## config.mk

```make
export PLATFORM = sky130hd
export DESIGN_NAME = omc_mode_ctrl
export DESIGN_NICKNAME = d
export VERILOG_FILES = /design/src/omc_pkg.sv /design/src/omc_mode_ctrl.sv
export SDC_FILE = /design/constraint.sdc
export NUM_CORES = 1
export LEC_CHECK = 0
export ABC_AREA = 0
export ABC_CLOCK_PERIOD_IN_PS = 3900
export BUFFER_PORTS_ARGS = -buffer_cell sky130_fd_sc_hd__buf_4
export CAP_MARGIN = 40
export CORE_UTILIZATION = 45
export CTS_CLUSTER_DIAMETER = 120
export DETAILED_ROUTE_END_ITERATION = 8
export PLACE_DENSITY = 0.71
export SYNTH_ARGS = -nofsm -noshare
export SYNTH_HDL_FRONTEND = slang
export SYNTH_SLANG_ARGS = --single-unit
```

## constraint.sdc

```tcl
create_clock -name clock_in -period 3.9 [get_ports clock_in]
set_input_delay 0.78 -clock clock_in [delete_from_list [all_inputs] [get_ports clock_in]]
set_output_delay 0.78 -clock clock_in [all_outputs]
set_load 0.02 [all_outputs]
```

## src/omc_pkg.sv

```systemverilog
package omc_pkg;

    // -------------------------------------------------------------------
    // Sizes
    // -------------------------------------------------------------------
    localparam int NUM_CH = 8;
    localparam int NUM_IN = 2;

    // -------------------------------------------------------------------
    // Operating modes
    // -------------------------------------------------------------------
    typedef enum logic [1:0] {
        OMC_SLEEP  = 2'b00,
        OMC_LIMP   = 2'b01,
        OMC_IDLE   = 2'b10,
        OMC_ACTIVE = 2'b11
    } omc_mode_type;

    // -------------------------------------------------------------------
    // Timing and reset values
    // -------------------------------------------------------------------
    localparam int    CLK_PERIOD_NS  = 10;
    localparam int    TRANS_TIME_NS  = 200;
    localparam int    TRANS_CYCLES   =
        (TRANS_TIME_NS + CLK_PERIOD_NS - 1) / CLK_PERIOD_NS;
    localparam int    TCNT_W         = 5;
    localparam logic [TCNT_W-1:0] TCNT_RESET = 5'h00;
    localparam logic [NUM_CH-1:0] CH_RESET   = 8'h00;
    localparam logic [NUM_CH-1:0] MAP_IN0_RESET = 8'h04;
    localparam logic [NUM_CH-1:0] MAP_IN1_RESET = 8'h08;
    localparam logic [NUM_CH-1:0] ERR_RESET  = 8'h00;

    // -------------------------------------------------------------------
    // Grouped supply qualifiers
    // -------------------------------------------------------------------
    typedef struct packed {
        logic vs_present;
        logic vs_above_op;
        logic vdd_present;
        logic vdd_above_lop;
        logic vdd_above_uv;
    } omc_supply_type;

    // Software control bits as written over the link
    typedef struct packed {
        logic [NUM_CH-1:0] channel_on_bits;
        logic              stay_active_bit;
        logic              pwm_gen0_enable;
        logic              pwm_gen1_enable;
    } omc_ctrl_type;

endpackage : omc_pkg

```

## src/omc_mode_ctrl.sv

```systemverilog
`timescale 1ns/10ps
module omc_mode_ctrl (
    input  wire logic                         clock_in,
    input  wire logic                         rst_in,
    input  wire logic                         enable_in,
    input  wire logic                         standby_pin_in,
    input  wire logic [omc_pkg::NUM_IN-1:0]   direct_input_pins_in,
    input  wire omc_pkg::omc_supply_type      supply_in,
    input  wire logic                         reg_write_in,
    input  wire omc_pkg::omc_ctrl_type        reg_wdata_in,
    input  wire logic                         soft_reset_bit_in,
    input  wire logic [omc_pkg::NUM_CH-1:0]   fault_event_in,
    output omc_pkg::omc_mode_type             mode_out,
    output logic                              power_on_out,
    output logic [omc_pkg::NUM_CH-1:0]        channel_drive_out,
    output logic                              link_enable_out,
    output logic                              link_write_enable_out,
    output logic                              regs_in_reset_out,
    output logic                              diag_enable_out,
    output logic                              in_transition_out,
    output logic [omc_pkg::NUM_CH-1:0]        channel_fault_latch_bits_out,
    output omc_pkg::omc_ctrl_type             ctrl_out
);

    // -------------------------------------------------------------------
    // Input synchronisers
    // -------------------------------------------------------------------
    logic [omc_pkg::NUM_IN+6:0] sync_a;
    logic [omc_pkg::NUM_IN+6:0] sync_b;
    logic                       idle_pin;
    logic [omc_pkg::NUM_IN-1:0] in_pins;
    omc_pkg::omc_supply_type    sup;

    // Two flops on every pin and supply level
    always_ff @(posedge clock_in or posedge rst_in) begin
        if (rst_in) begin
            sync_a <= '0;
            sync_b <= '0;
        end else if (enable_in) begin
            sync_a <= {standby_pin_in, direct_input_pins_in, supply_in,
                       soft_reset_bit_in};
            sync_b <= sync_a;
        end
    end

    assign idle_pin = sync_b[omc_pkg::NUM_IN+6];
    assign in_pins  = sync_b[omc_pkg::NUM_IN+5:6];
    assign sup      = sync_b[5:1];

    // -------------------------------------------------------------------
    // Supply, pin and request qualifiers
    // -------------------------------------------------------------------
    logic any_supply;
    logic power_up;
    logic any_in;
    logic soft_rst;
    logic reg_reset;
    logic any_ch;
    logic turn_on_req;

    assign any_supply = sup.vs_present | sup.vdd_present;
    assign power_up   = any_supply & (any_in | idle_pin);
    assign any_in     = |in_pins;
    assign soft_rst   = sync_b[0];
    assign any_ch     = |ctrl_out.channel_on_bits;
    assign turn_on_req = any_in | any_ch | ctrl_out.pwm_gen0_enable
                         | ctrl_out.pwm_gen1_enable;

    // Internal power-on flag
    always_ff @(posedge clock_in or posedge rst_in) begin
        if (rst_in) begin
            power_on_out <= 1'b0;
        end else if (enable_in) begin
            power_on_out <= power_up
                & (sup.vs_above_op | sup.vdd_above_lop);
        end
    end

    // -------------------------------------------------------------------
    // Mode state machine
    // -------------------------------------------------------------------
    omc_pkg::omc_mode_type mode;
    omc_pkg::omc_mode_type next_mode;
    omc_pkg::omc_mode_type target;
    logic [omc_pkg::TCNT_W-1:0] tcnt;

    // Next mode decision
    always_comb begin
        next_mode = mode;
        unique case (mode)
            omc_pkg::OMC_SLEEP: begin
                if (power_up && idle_pin) begin
                    next_mode = omc_pkg::OMC_IDLE;
                end else if (power_up && any_in) begin
                    next_mode = omc_pkg::OMC_LIMP;
                end
            end
            omc_pkg::OMC_IDLE: begin
                if (!idle_pin && any_in) begin
                    next_mode = omc_pkg::OMC_LIMP;
                end else if (!idle_pin) begin
                    next_mode = omc_pkg::OMC_SLEEP;
                end else if (turn_on_req || ctrl_out.stay_active_bit) begin
                    next_mode = omc_pkg::OMC_ACTIVE;
                end
            end
            omc_pkg::OMC_ACTIVE: begin
                if (!idle_pin && any_in) begin
                    next_mode = omc_pkg::OMC_LIMP;
                end else if (!idle_pin) begin
                    next_mode = omc_pkg::OMC_SLEEP;
                end else if (!ctrl_out.stay_active_bit && !turn_on_req) begin
                    next_mode = omc_pkg::OMC_IDLE;
                end else if (!sup.vdd_above_uv && !any_in
                             && !ctrl_out.stay_active_bit) begin
                    next_mode = omc_pkg::OMC_IDLE;
                end
            end
            omc_pkg::OMC_LIMP: begin
                if (idle_pin) begin
                    next_mode = omc_pkg::OMC_IDLE;
                end else if (!any_in) begin
                    next_mode = omc_pkg::OMC_SLEEP;
                end
            end
        endcase
        if (!power_up) begin
            next_mode = omc_pkg::OMC_SLEEP;
        end
    end

    // Mode register, one mode at a time
    always_ff @(posedge clock_in or posedge rst_in) begin
        if (rst_in) begin
            mode <= omc_pkg::OMC_SLEEP;
        end else if (enable_in) begin
            mode <= next_mode;
        end
    end

    // Transition latency counter before outputs may turn on
    always_ff @(posedge clock_in or posedge rst_in) begin
        if (rst_in) begin
            tcnt <= omc_pkg::TCNT_RESET;
        end else if (enable_in) begin
            if (next_mode != mode
                && (next_mode == omc_pkg::OMC_ACTIVE
                    || next_mode == omc_pkg::OMC_LIMP)) begin
                tcnt <= omc_pkg::TCNT_W'(omc_pkg::TRANS_CYCLES);
            end else if (tcnt != omc_pkg::TCNT_RESET) begin
                tcnt <= tcnt - 1'b1;
            end
        end
    end

    assign target            = mode;
    assign mode_out          = target;
    assign in_transition_out = (tcnt != omc_pkg::TCNT_RESET);

    // -------------------------------------------------------------------
    // Register bank
    // -------------------------------------------------------------------
    logic regs_usable;

    // Registers reset in sleep, standby low, logic undervoltage, limp home
    assign reg_reset = (mode == omc_pkg::OMC_SLEEP)
                     | !idle_pin | !sup.vdd_above_uv
                     | (mode == omc_pkg::OMC_LIMP);
    assign regs_usable = !reg_reset;
    assign regs_in_reset_out     = reg_reset;
    assign link_enable_out       = sup.vdd_above_uv
                                   & (mode == omc_pkg::OMC_IDLE
                                      | mode == omc_pkg::OMC_ACTIVE
                                      | mode == omc_pkg::OMC_LIMP);
    assign link_write_enable_out = regs_usable
                                   & (mode != omc_pkg::OMC_LIMP);
    assign diag_enable_out       = (mode == omc_pkg::OMC_ACTIVE)
                                   | (mode == omc_pkg::OMC_LIMP);

    // Control bits, written only when the link may write
    always_ff @(posedge clock_in or posedge rst_in) begin
        if (rst_in) begin
            ctrl_out <= '0;
        end else if (enable_in) begin
            if (reg_reset || soft_rst) begin
                ctrl_out <= '0;
            end else if (reg_write_in && link_write_enable_out) begin
                ctrl_out <= reg_wdata_in;
            end
        end
    end

    // -------------------------------------------------------------------
    // Fault latches, per channel
    // -------------------------------------------------------------------
    genvar g;
    generate
        for (g = 0; g < omc_pkg::NUM_CH; g++) begin : g_err
            // Only sleep mode clears; idle and soft reset keep
            always_ff @(posedge clock_in or posedge rst_in) begin
                if (rst_in) begin
                    channel_fault_latch_bits_out[g] <= 1'b0;
                end else if (enable_in) begin
                    if (fault_event_in[g] && diag_enable_out) begin
                        channel_fault_latch_bits_out[g] <= 1'b1;
                    end else if (mode == omc_pkg::OMC_SLEEP) begin
                        channel_fault_latch_bits_out[g] <= 1'b0;
                    end
                end
            end
        end
    endgenerate

    // -------------------------------------------------------------------
    // Channel drive
    // -------------------------------------------------------------------
    logic [omc_pkg::NUM_CH-1:0] pin_map;
    logic [omc_pkg::NUM_CH-1:0] next_drive;

    assign pin_map = (in_pins[0] ? omc_pkg::MAP_IN0_RESET : omc_pkg::CH_RESET)
                   | (in_pins[1] ? omc_pkg::MAP_IN1_RESET : omc_pkg::CH_RESET);

    // Outputs per mode, held off during transition latency
    always_comb begin
        next_drive = omc_pkg::CH_RESET;
        if (tcnt == omc_pkg::TCNT_RESET) begin
            if (mode == omc_pkg::OMC_ACTIVE) begin
                next_drive = pin_map | ctrl_out.channel_on_bits;
            end else if (mode == omc_pkg::OMC_LIMP) begin
                next_drive = pin_map;
            end
        end
    end

    // Registered drive; sleep and idle give zero
    always_ff @(posedge clock_in or posedge rst_in) begin
        if (rst_in) begin
            channel_drive_out <= omc_pkg::CH_RESET;
        end else if (enable_in) begin
            channel_drive_out <= next_drive;
        end
    end
endmodule : omc_mode_ctrl

```

Yosys cells after proc, flatten, opt, wreduce, memory -nomap -nowiden:

Index checks and enable logic that the tools add are counted.

* bits in registers: 53
* input bits: 32

* equal/unequal tests: 7
* reductions and logical operators: 50
* add/sub/neg operators: 1
* muxes and demuxes: 31
* bitwise operators: 18

Operators by type and width (number)
* $mux 2: 12
* $mux 11: 2
* $reduce_and 2->1: 10
* $reduce_bool 2->1: 10
* $logic_and 1x1->1: 16
* $mux 8: 2
* $or 1x1->1: 12
* $mux 5: 2
* $mux 1: 9
* $mux 4: 2
* $or 4x8->8: 1
* $pmux 2 s4: 1
* $reduce_or 8->1: 1
* $eq 2x2->1 const B: 3
* $logic_not 1->1: 6
* $logic_not 5->1: 1
* $reduce_bool 5->1: 1
* $sub 5x1->5 const B: 1
* $and 1x1->1: 4
* $eq 2x1->1 const B: 2
* $or 3x4->4: 1
* $logic_or 1x1->1: 3
* $mux 3: 1
* $logic_not 2->1: 1
* 3 further kinds: 3

Depth between registers and ports, before layout:

Gate-level depths: netlist of the first run.

* depth after elaboration: 16
* depth in mapped cells: 6
* gate-level depth less buffers: 6

Least setup slack after synthesis of the first run:

OpenSTA, ideal clock, no wires.

* kind: flip-flop to output port
* from: reg mode[0] (netlist: mode_out[0])
* to: out link_enable_out
* required time: 3.120 ns
* setup slack: 2.046 ns
* buffers on the path: 1
* stages on the path, launching flop included: 3
* arrival time: 1.074 ns
* path through: dfrtp_1 clkbuf_1 o21a_1

* longest elaborated chain between the ends: 4
* elaborated cells on any way between the ends: 6

Ends and longest elaborated chain
* start: declaration: RTL line omc_mode_ctrl.sv:82 `omc_pkg::omc_mode_type mode;`
* start signal: assignment: RTL line omc_mode_ctrl.sv:135 `mode <= omc_pkg::OMC_SLEEP;`
* start signal: assignment: RTL line omc_mode_ctrl.sv:137 `mode <= next_mode;`
* $eq 2x2->1, on equally long branches: RTL line omc_mode_ctrl.sv:172, omc_mode_ctrl.sv:173
* $or 1x1->1: RTL line omc_mode_ctrl.sv:173 `| mode == omc_pkg::OMC_ACTIVE`
* $or 1x1->1 (*): RTL line omc_mode_ctrl.sv:174 `| mode == omc_pkg::OMC_LIMP);`
* $and 1x1->1 (*): RTL line omc_mode_ctrl.sv:172 `& (mode == omc_pkg::OMC_IDLE`
* end: declaration: RTL line omc_mode_ctrl.sv:16 `output logic link_enable_out,`

Every way passes the cells marked *; elsewhere a longest branch is shown, timed or not.

Worst setup path after layout of the first run:

* from: reg tcnt[0] (netlist bit)
* to: out in_transition_out

* longest elaborated chain between the ends: 1

Ends and longest elaborated chain
* start: declaration: RTL line omc_mode_ctrl.sv:85 `logic [omc_pkg::TCNT_W-1:0] tcnt;`
* start signal: assignment: RTL line omc_mode_ctrl.sv:144 `tcnt <= omc_pkg::TCNT_RESET;`
* start signal: assignment: RTL line omc_mode_ctrl.sv:149 `tcnt <= omc_pkg::TCNT_W'(omc_pkg::TRANS_CYCLES);`
* start signal: assignment: RTL line omc_mode_ctrl.sv:151 `tcnt <= tcnt - 1'b1;`
* $reduce_bool 5->1: RTL line omc_mode_ctrl.sv:158 `assign in_transition_out = (tcnt != omc_pkg::TCNT_RESET);`
* end: declaration: RTL line omc_mode_ctrl.sv:20 `output logic in_transition_out,`

Every way passes these cells.

==> results.yml, run 1 <==
outcome:
  status: "completed"
route:
  routed_via_density: 5.063
  route.detailed.drc: 0
  drt_first_iter_violations: 59
  dr.pass1.iters: 4
  ant_nets: 0
  detail_route.wl_per_cell_um: 13.38
  wl_mm: 4.455
  num_vias: 1686
job:
  drv_cap: 0
timing:
  tightest_slew_ps: 730.5
  period_minus_slack_ps: 2401
  slew_viol_final: 0
  final_hold_viol_count: 0
  finalSetupViolations: 0
  slew_headroom: 0.5123
  rsz0062_at_grt: "no"
  hold_ws_ps: 493.5
  fin_crit_sh: 0.6157
  fmax_ghz: 0.4164
  fin_skew_ps: 5.861
  fin_tns_setup_ps: 0
final_layout:
  nNetsFinal: 300
  final_cell_mix: "buf_4, dfrtp_1, nand2_1"
  final_common_cell: "buf_4"
  drive_above_1_share: 0.3684
  syn_to_final_growth_pct: 27.49
  num_antenna_cells: 0
placement:
  post-dp-hpwl_mm: 3.193
  gp_congestion: 0.6848
  numPortBuffers: 66
clock_tree:
  numCtsBuffers: 5
  insertion_delay_ps: 300
  post_cts_resized: 0
  root_buffer: "clkbuf_8"
  path_clk_slew_ps: 90
  cts_tree: "yes"
  cts_htree_levels: 2
  clk_path_buf_depth: 2
  post-cts-setup-buffers: 0
  clock_sinks: 53
  ctsHoldBuffers: 0
floorplanning:
  die_w_um: 73.12
  core_um2: 4786
  die_area_um2: 5346
  die_h_um: 73.12
  io_pins: 67
  start_util: 0.4756
  fp-row-count: 25
setup_path:
  end_kind: "primary output"
  crit_required_ps: 3120
  max_stage_delay_ps: 390
  path_class: "reg -> out"
  cpMostUsedCell: "inv_1"
  critPathLaunchType: "flop"
  crit_slowest_cell: "dfrtp_1"
  critPathArrivalTime_ps: 1620
  crit_path_cell_trace: "inv_1 -> ha_1 -> nor4b_4 -> inv_1 -> buf_4"
  critical_path.max_fanout: 5
global_routing:
  antenna_found_initial: 0
  grt_pass1_vias: 1619
  use_met2: 0.2881
  grt_util_met1: 0.2667
  grtUsageTotal: 0.1911
  gr-total-overflow: 0
  grt.busiest_layer: "met2"
  grt_max_degree: 39
  grt_pass1_wl_mm: 7.652
  grt_util_met3: 0.06077
synth:
  synthSimpleGateAreaFrac: 0.1330
  synth_nets: 236
  synth_warnings: 0
  ys_ff_latch: 53
  synth-seq-area-share: 0.5827
  synth_xor_area_frac: 0
  synthAdderAreaFrac: 0.01100
  synth_top_family_by_area: "compound AO/OA/AOI/OAI gates"
  syn_area_um2: 2276
  muxShareOfSynthArea: 0.09346
  syn_area_per_cell_um2: 11.27
  synth.distinct_cells: 35
  synth_compound_area_frac: 0.1473
  syn_inst: 202
pwr:
  power.total_mw: 1.321
  p_leak_nw: 1.367
  irDropWorstVdd_v: 0.0002405
  power_density_nw_per_um2: 455.2
min_path:
  hold_class: "reg -> reg"
-- report_power, final --
part | total, mW | switching (mW) | internal (mW)
sequential | 0.699 | 0.0791 | 0.620
combinational | 0.317 | 0.163 | 0.154
clock | 0.305 | 0.164 | 0.141
total | 1.32 | 0.406 | 0.915
-- registers in the layout, indices dropped and copies added, names as in the netlist --
name,cells
ctrl_out,11
sync_a,9
sync_b,9
channel_drive_out,8
channel_fault_latch_bits_out,8
tcnt,5
mode_out,2
power_on_out,1
-- cell usage after synthesis --
cell       count  area share
nor4_4         1      0.0093
and4_1         1      0.0038
o41ai_1        1      0.0038
o2bb2ai_1      2      0.0077
inv_1          5      0.0082
mux2i_1        1      0.0044
inv_2          2      0.0033
nor2_1        14       0.023
nor3_1         6       0.013
o211ai_1       1      0.0033
clkbuf_1       4      0.0066
buf_4          1      0.0033
nand2b_1       2      0.0055
a211o_1        2      0.0077
a22o_1         6       0.023
or4b_2         1      0.0044
and3b_1        1      0.0038
nand2_1       26       0.043
and3_1         1      0.0028
nor4_1         2      0.0055
a311oi_1       1      0.0038
o2111ai_1      1      0.0038
buf_2          5       0.011
o21a_1         2      0.0066
o21ai_0       12       0.026
mux2_2        18       0.089
ha_1           2       0.011
nor4b_1        1      0.0038
a21o_1         1      0.0033
a21oi_1       21       0.046
o31ai_4        1      0.0093
dfrtp_1       53        0.58
nand3_1        2      0.0044
o21ai_1        1      0.0022
nor4b_4        1       0.010
-- per-stage QoR --
step / std cells / util / setup WS [ps] / instance area [um2]
after detailed placement: 326 / 0.5882 / 1738 / 2815
after global routing: 333 / 0.6063 / 1358 / 2902
final: 333 / 0.6063 / 1499 / 2902
after floorplan: 202 / - / 1834 / 2276
after CTS: 333 / 0.6063 / 1479 / 2902
after global placement: 326 / 0.5882 / 1756 / 2815
-- final timing paths --
kind | slack, ps | startpoint | cells past startpoint | endpoint
max | 1500 | tcnt[0] | 5 | in_transition_out
min | 490 | channel_drive_out[2] | 1 | channel_drive_out[2]
max reg2reg | 2080 | mode_out[1] | 4 | ctrl_out[3]
min reg2reg | 490 | channel_drive_out[2] | 1 | channel_drive_out[2]
max in group asynchronous | 2560 | rst_in | 3 | channel_drive_out[5]
min in group asynchronous | 600 | rst_in | 2 | channel_drive_out[6]
-- worst max-delay path, delay by kind of cell (launching register included) --
kind                     cells  cell delay, ps
adder cells (fa/ha/maj)      1             170
flip-flops                   1             390
AND/OR/NAND/NOR              1             320
buffers and inverters        3             430
-- cell type report --
class	count	area (um2)
clock buffer	7	86.33
fill	426	1884
tap	67	83.83
inverter	7	26.28
sequential	53	1326
timing repair buffer	67	503.0
multi-input combinational	132	875.8
-- logic make-up after synthesis --
| logic type | Yosys count |
|---|---|
| simple gates | 59 |
| compound gates | 52 |
| mux | 19 |
| fa+ha+maj | 2 |
| flops | 53 |
| buf+inv | 17 |
-- layer usage --
| layer | wire length, um | vias up |
|---|---|---|
| met5 | 0 | - |
| met4 | 46 | 0 |
| met3 | 239 | 5 |
| met2 | 2052 | 50 |
| met1 | 2115 | 788 |
| li1 | - | 843 |
No activity file was read; power rests on OpenSTA's default activity.
==> run 2, diff against run 1 <==
ABC_AREA = 1   (was 0)
ABC_CLOCK_PERIOD_IN_PS = 2110   (was 3900)
PLACE_DENSITY = 0.73   (was 0.71)
clock period = 2.11 ns   (was 3.9 ns; I/O delays follow)
==> run 2 against run 1 <==
  * Core utilization down 1.1 points
  * Wire length rose by 12%
  * Critical path depth rose by 1
  * Clock power increased by 120%
  * Clock-buffer cell count decreased by 1
  * Sequential share of layout area fell by 2.1 points
  * Non-clock buffer count increased by 4
  * Largest power group unchanged
==> results.yml, run 2 <==
pwr:
  power_density_nw_per_um2: 861.2
  power.total_mw: 2.616
  irDropWorstVdd_v: 0.0004171
  p_leak_nw: 1.578
timing:
  slew_headroom: 0.6531
  hold_ws_ps: 151.5
  fin_crit_sh: 0.8621
  fmax_ghz: 0.5498
  tightest_slew_ps: 519.6
  fin_skew_ps: 4.939
  final_hold_viol_count: 0
  period_minus_slack_ps: 1819
  rsz0062_at_grt: "no"
  fin_tns_setup_ps: 0
  finalSetupViolations: 0
  slew_viol_final: 0
  setup_ws_ps: 291.0
placement:
  post-dp-hpwl_mm: 3.672
  pre_cts_slack_ps: 533.4
  dp_cells: 400
  numPortBuffers: 66
  gp_congestion: 0.7815
  dpl-instance-area_um2: 2927
global_routing:
  grt_pass1_vias: 1788
  antenna_found_initial: 0
  grt_max_degree: 31
  grt_pass1_wl_mm: 8.204
  grtUsageTotal: 0.1971
  gr-total-overflow: 0
synth:
  synth_top_cell_by_area: "dfrtp_1"
  syn_area_per_cell_um2: 8.763
  synth_nets: 306
  synth_flop_cell: "dfrtp_1"
  synth.distinct_cells: 27
  syn_inst: 272
  synth-edff-count: 0
  synth-seq-area-share: 0.5564
  synthArstFlopShare: 1.000
  yosysTopAreaCellShare: 0.5564
  syn_area_um2: 2384
  synth_top_cells_by_count: "nand2_1, dfrtp_1, inv_1"
  ys_ff_latch: 53
  synthTopCellsByArea: "dfrtp_1, nand2_1, inv_1"
  synth_warnings: 0
  yosysMostFrequentCell: "nand2_1"
floorplanning:
  die_w_um: 74.78
  die_area_um2: 5592
  start_util: 0.4667
  die_h_um: 74.78
  io_pins: 67
  fp-row-count: 26
  core_um2: 5107
route:
  num_vias: 1945
  ant_nets: 0
  routed_via_density: 4.767
  dr.pass1.iters: 4
  detail_route.wl_per_cell_um: 12.26
  wl_mm: 5.004
  route.detailed.drc: 0
  drt_first_iter_violations: 139
setup_path:
  crit_slowest_cell: "dfrtp_1"
  ff2ff_setup_slack_ps: 540
  end_kind: "primary output"
  path_class: "reg -> out"
  reg2reg_depth: 8
  critical_path.max_fanout: 6
  max_stage_delay_ps: 410
  critPathLaunchType: "flop"
  crit_required_ps: 1690
  critPathArrivalTime_ps: 1400
  cpMostUsedCell: "inv_1"
  reg2reg_to: "channel_drive_out[5]"
  cp_top_family: "flip-flops"
  crit_path_cell_trace: "inv_1 -> ha_1 -> inv_1 -> nor2_1 -> nand2_1 -> buf_4"
  worstPathBufferInverterCount: 3
  r2r-start: "tcnt[0]"
  critPathLaunch: "tcnt[0]"
clock_tree:
  numCtsBuffers: 5
  path_clk_slew_ps: 90
  cts_htree_levels: 2
  ctsHoldBuffers: 0
  clock_sinks: 53
  root_buffer: "clkbuf_8"
  post_cts_resized: 0
  insertion_delay_ps: 300
  cts_tree: "yes"
  clk_path_buf_depth: 2
  post-cts-setup-buffers: 0
final_layout:
  top_regs: "ctrl_out x11, sync_a x9, sync_b x9"
  syn_to_final_growth_pct: 27.45
  largest_reg_flops: 11
  fin_cells: 408
  fin_util: 0.5948
  postLayoutCellArea_um2: 3038
  num_antenna_cells: 0
  drive_above_1_share: 0.2692
  fillCellCount: 493
  regMostFlops: "ctrl_out"
  final_common_cell: "nand2_1"
  nNetsFinal: 371
  final_cell_mix: "nand2_1, buf_4, dfrtp_1"
min_path:
  hold_class: "in -> async"
outcome:
  status: "completed"
job:
  drv_cap: 0
==> run 2: cell types whose count changed after synthesis, sizes merged, moves of 6 or more <==
| cell | delta |
|---|---|
| nand2 | +54 |
| inv | +31 |
| nand3 | +26 |
| o21ai | +23 |
| a21oi | -19 |
| mux2 | -18 |
| a22o | -6 |
==> run 2: worst max path at each step <==
stage                     slack (ps)  cells past startpoint              endpoint
after detailed placement         530                      8  channel_drive_out[5]
final                            290                      6     in_transition_out
after global placement           640                      8  channel_drive_out[2]
after floorplan                  400                      1  channel_drive_out[0]
after CTS                        270                      6     in_transition_out
after global routing             160                      6     in_transition_out
==> run 2: per-layer routing <==
metal	up-vias	wire, um	track usage
li1	986	-	-
met4	0	58	0.05660
met3	5	196	0.04284
met1	904	2248	0.2533
met5	-	0	0
met2	50	2500	0.3363
==> run 2: area by class of cell <==
type / instances / area, um2 / area share
clock buffers: 6 / 72.57 / 0.02389
clock inverters: 2 / 38.79 / 0.01277
inverters: 38 / 142.6 / 0.04695
multi-input cells: 168 / 824.5 / 0.2714
flip-flops and latches: 53 / 1326 / 0.4366
well taps: 70 / 87.58 / 0.02883
repair buffers: 71 / 545.5 / 0.1796
==> run 2: report_power, final <==
group | total, mW | internal, mW | switching (mW)
registers | 1.25 | 1.14 | 0.108
logic | 0.688 | 0.295 | 0.393
clock network | 0.680 | 0.356 | 0.323
total | 2.62 | 1.79 | 0.824
==> run 2: cell families after synthesis <==
family          after synthesis  share of synthesized area
fa+ha+maj                     2                    0.01050
xor+xnor                      3                    0.01103
simple gates                123                     0.2341
compound gates               40                    0.09029
buf+inv                      51                    0.09763
flops                        53                     0.5564
==> run 3, diff against run 2 <==
ABC_CLOCK_PERIOD_IN_PS = 2100   (was 2110)
PLACE_DENSITY = 0.7   (was 0.73)
clock period = 2.1 ns   (was 2.11 ns; I/O delays follow)
==> run 3 against run 2 <==
  * Largest cell class unchanged
  * Sequential power hardly changed
  * Clock power is 2% higher
  * Worst hold slack worse by 75 ps
  * Final area is 0.12% higher
  * Via count is 1.2% higher
  * Critical path type unchanged
  * Sequential cell count stayed put
  * First-iteration DRC count is 34% higher
  * Critical endpoint unchanged
  * Register-to-register slack worse by 210 ps
  * Global-route usage is 0.52 points lower
  * Power is 0.94% higher
==> results.yml, run 3 (same netlist as run 2, synthesis figures left out) <==
clock_tree:
  clock_sinks: 53
  root_buffer: "clkbuf_8"
  cts_tree: "yes"
  numCtsBuffers: 5
  ctsHoldBuffers: 0
  clk_path_buf_depth: 2
  path_clk_slew_ps: 100
  post-cts-setup-buffers: 0
  insertion_delay_ps: 310
  cts_htree_levels: 2
  post_cts_resized: 0
min_path:
  hold_class: "in -> async"
pwr:
  combPwrFrac: 0.263
  seqPwrFrac: 0.474
  p_leak_nw: 1.577
  power.total_mw: 2.641
  internal-power_mw: 1.800
  irDropWorstVdd_v: 0.0005096
  power_density_nw_per_um2: 868.2
  p_switching_mw: 0.8406
  p_sw_frac: 0.3183
  clkPwrFrac: 0.263
timing:
  finalSetupViolations: 0
  setup_ws_ps: 218.2
  fin_tns_setup_ps: 0
  period_minus_slack_ps: 1882
  fin_skew_ps: 11.58
  fmax_ghz: 0.5314
  slew_headroom: 0.4432
  rsz0062_at_grt: "no"
  slew_viol_final: 0
  final_hold_viol_count: 0
  fin_crit_sh: 0.8961
  tightest_slew_ps: 835.2
final_layout:
  largest_reg_flops: 11
  fillCellCount: 469
  final_cell_mix: "nand2_1, buf_4, dfrtp_1"
  top_regs: "ctrl_out x11, sync_a x9, sync_b x9"
  final_common_cell: "nand2_1"
  regMostFlops: "ctrl_out"
  nNetsFinal: 371
  drive_above_1_share: 0.2722
  postLayoutCellArea_um2: 3042
  num_antenna_cells: 0
  syn_to_final_growth_pct: 27.61
route:
  route.detailed.drc: 0
  detail_route.wl_per_cell_um: 12.38
  drt_first_iter_violations: 186
  routed_via_density: 4.826
  wl_mm: 5.049
  dr.pass1.iters: 4
  ant_nets: 0
  num_vias: 1969
floorplanning:
  die_area_um2: 5592
  start_util: 0.4667
  io_pins: 67
  fp-row-count: 26
  die_h_um: 74.78
  die_w_um: 74.78
  core_um2: 5107
global_routing:
  grtUsageTotal: 0.1918
  gr-total-overflow: 0
  grt_pass1_wl_mm: 7.997
  antenna_found_initial: 0
  grt_pass1_vias: 1797
  grt_max_degree: 28
setup_path:
  critPathLaunchType: "flop"
  path_class: "reg -> out"
  crit_required_ps: 1680
  critical_path.max_fanout: 6
  end_kind: "primary output"
  critPathArrivalTime_ps: 1460
placement:
  pre_cts_slack_ps: 174.2
  gp_congestion: 0.7464
  post-dp-hpwl_mm: 3.801
  dpl-instance-area_um2: 2927
  numPortBuffers: 66
job:
  drv_cap: 0
outcome:
  status: "completed"
[run 3: changes by cell type in the layout (fill, tap and decap cells not counted), sizes merged]
cell / previous run / this run
clkbuf: 6 / 5
clkinvlp: 0 / 1
[run 3: routing by layer]
metal / track usage / part of all wire / vias up
met5: 0 / 0 / -
met4: 0.06499 / 0.0093 / 0
met3: 0.05087 / 0.058 / 5
met2: 0.3063 / 0.48 / 59
met1: 0.2548 / 0.45 / 920
li1: - / - / 985
[run 3: final timing paths]
check                      slack (ps)                    to  depth (start not counted)    startpoint
max                               220     in_transition_out                          6       tcnt[0]
min                                80  channel_drive_out[5]                          2        rst_in
max reg2reg                       330           ctrl_out[7]                          5   mode_out[1]
min reg2reg                       470             sync_b[4]                          2     sync_b[4]
max in group asynchronous        1480             sync_a[5]                          3        rst_in
min in group clock_in             310             sync_a[4]                          3  supply_in[3]
[run 3: power groups by stage]
stage / registers (mW) / clock network, mW / logic (mW)
after global routing: 1.27 / 0.751 / 0.788
after detailed placement: 1.27 / 0 / 0.702
after global placement: 1.27 / 0 / 0.685
after CTS: 1.25 / 0.712 / 0.705
after floorplan: 1.30 / 0 / 0.442
final: 1.25 / 0.696 / 0.694
[run 3: critical path: stages (launching register included)]
cell and delay [ps]:
dfrtp_1 410, inv_1 110, ha_1 160, inv_1 40, nor2_1 70, nand2_1 160, buf_4 210
[run 3: final cells by class]
type | count | area (um2) | area share
timing repair buffer | 71 | 545.5 | 0.1793
multi-input combinational | 168 | 824.5 | 0.2711
inverter | 38 | 142.6 | 0.04689
clock inverter | 3 | 46.29 | 0.01522
clock buffer | 5 | 68.82 | 0.02262
sequential | 53 | 1326 | 0.4360
tap | 70 | 87.58 | 0.02879
[run 3: through the flow]
step | hold slack [ps] | cells | util
6_report | 76.10 | 408 | 0.5955
2_1_floorplan | 436.6 | 272 | -
3_3_place_gp | 426.2 | 400 | 0.5730
5_1_grt | 92.47 | 408 | 0.5955
3_5_place_dp | 424.9 | 400 | 0.5730
4_1_cts | 83.12 | 408 | 0.5955
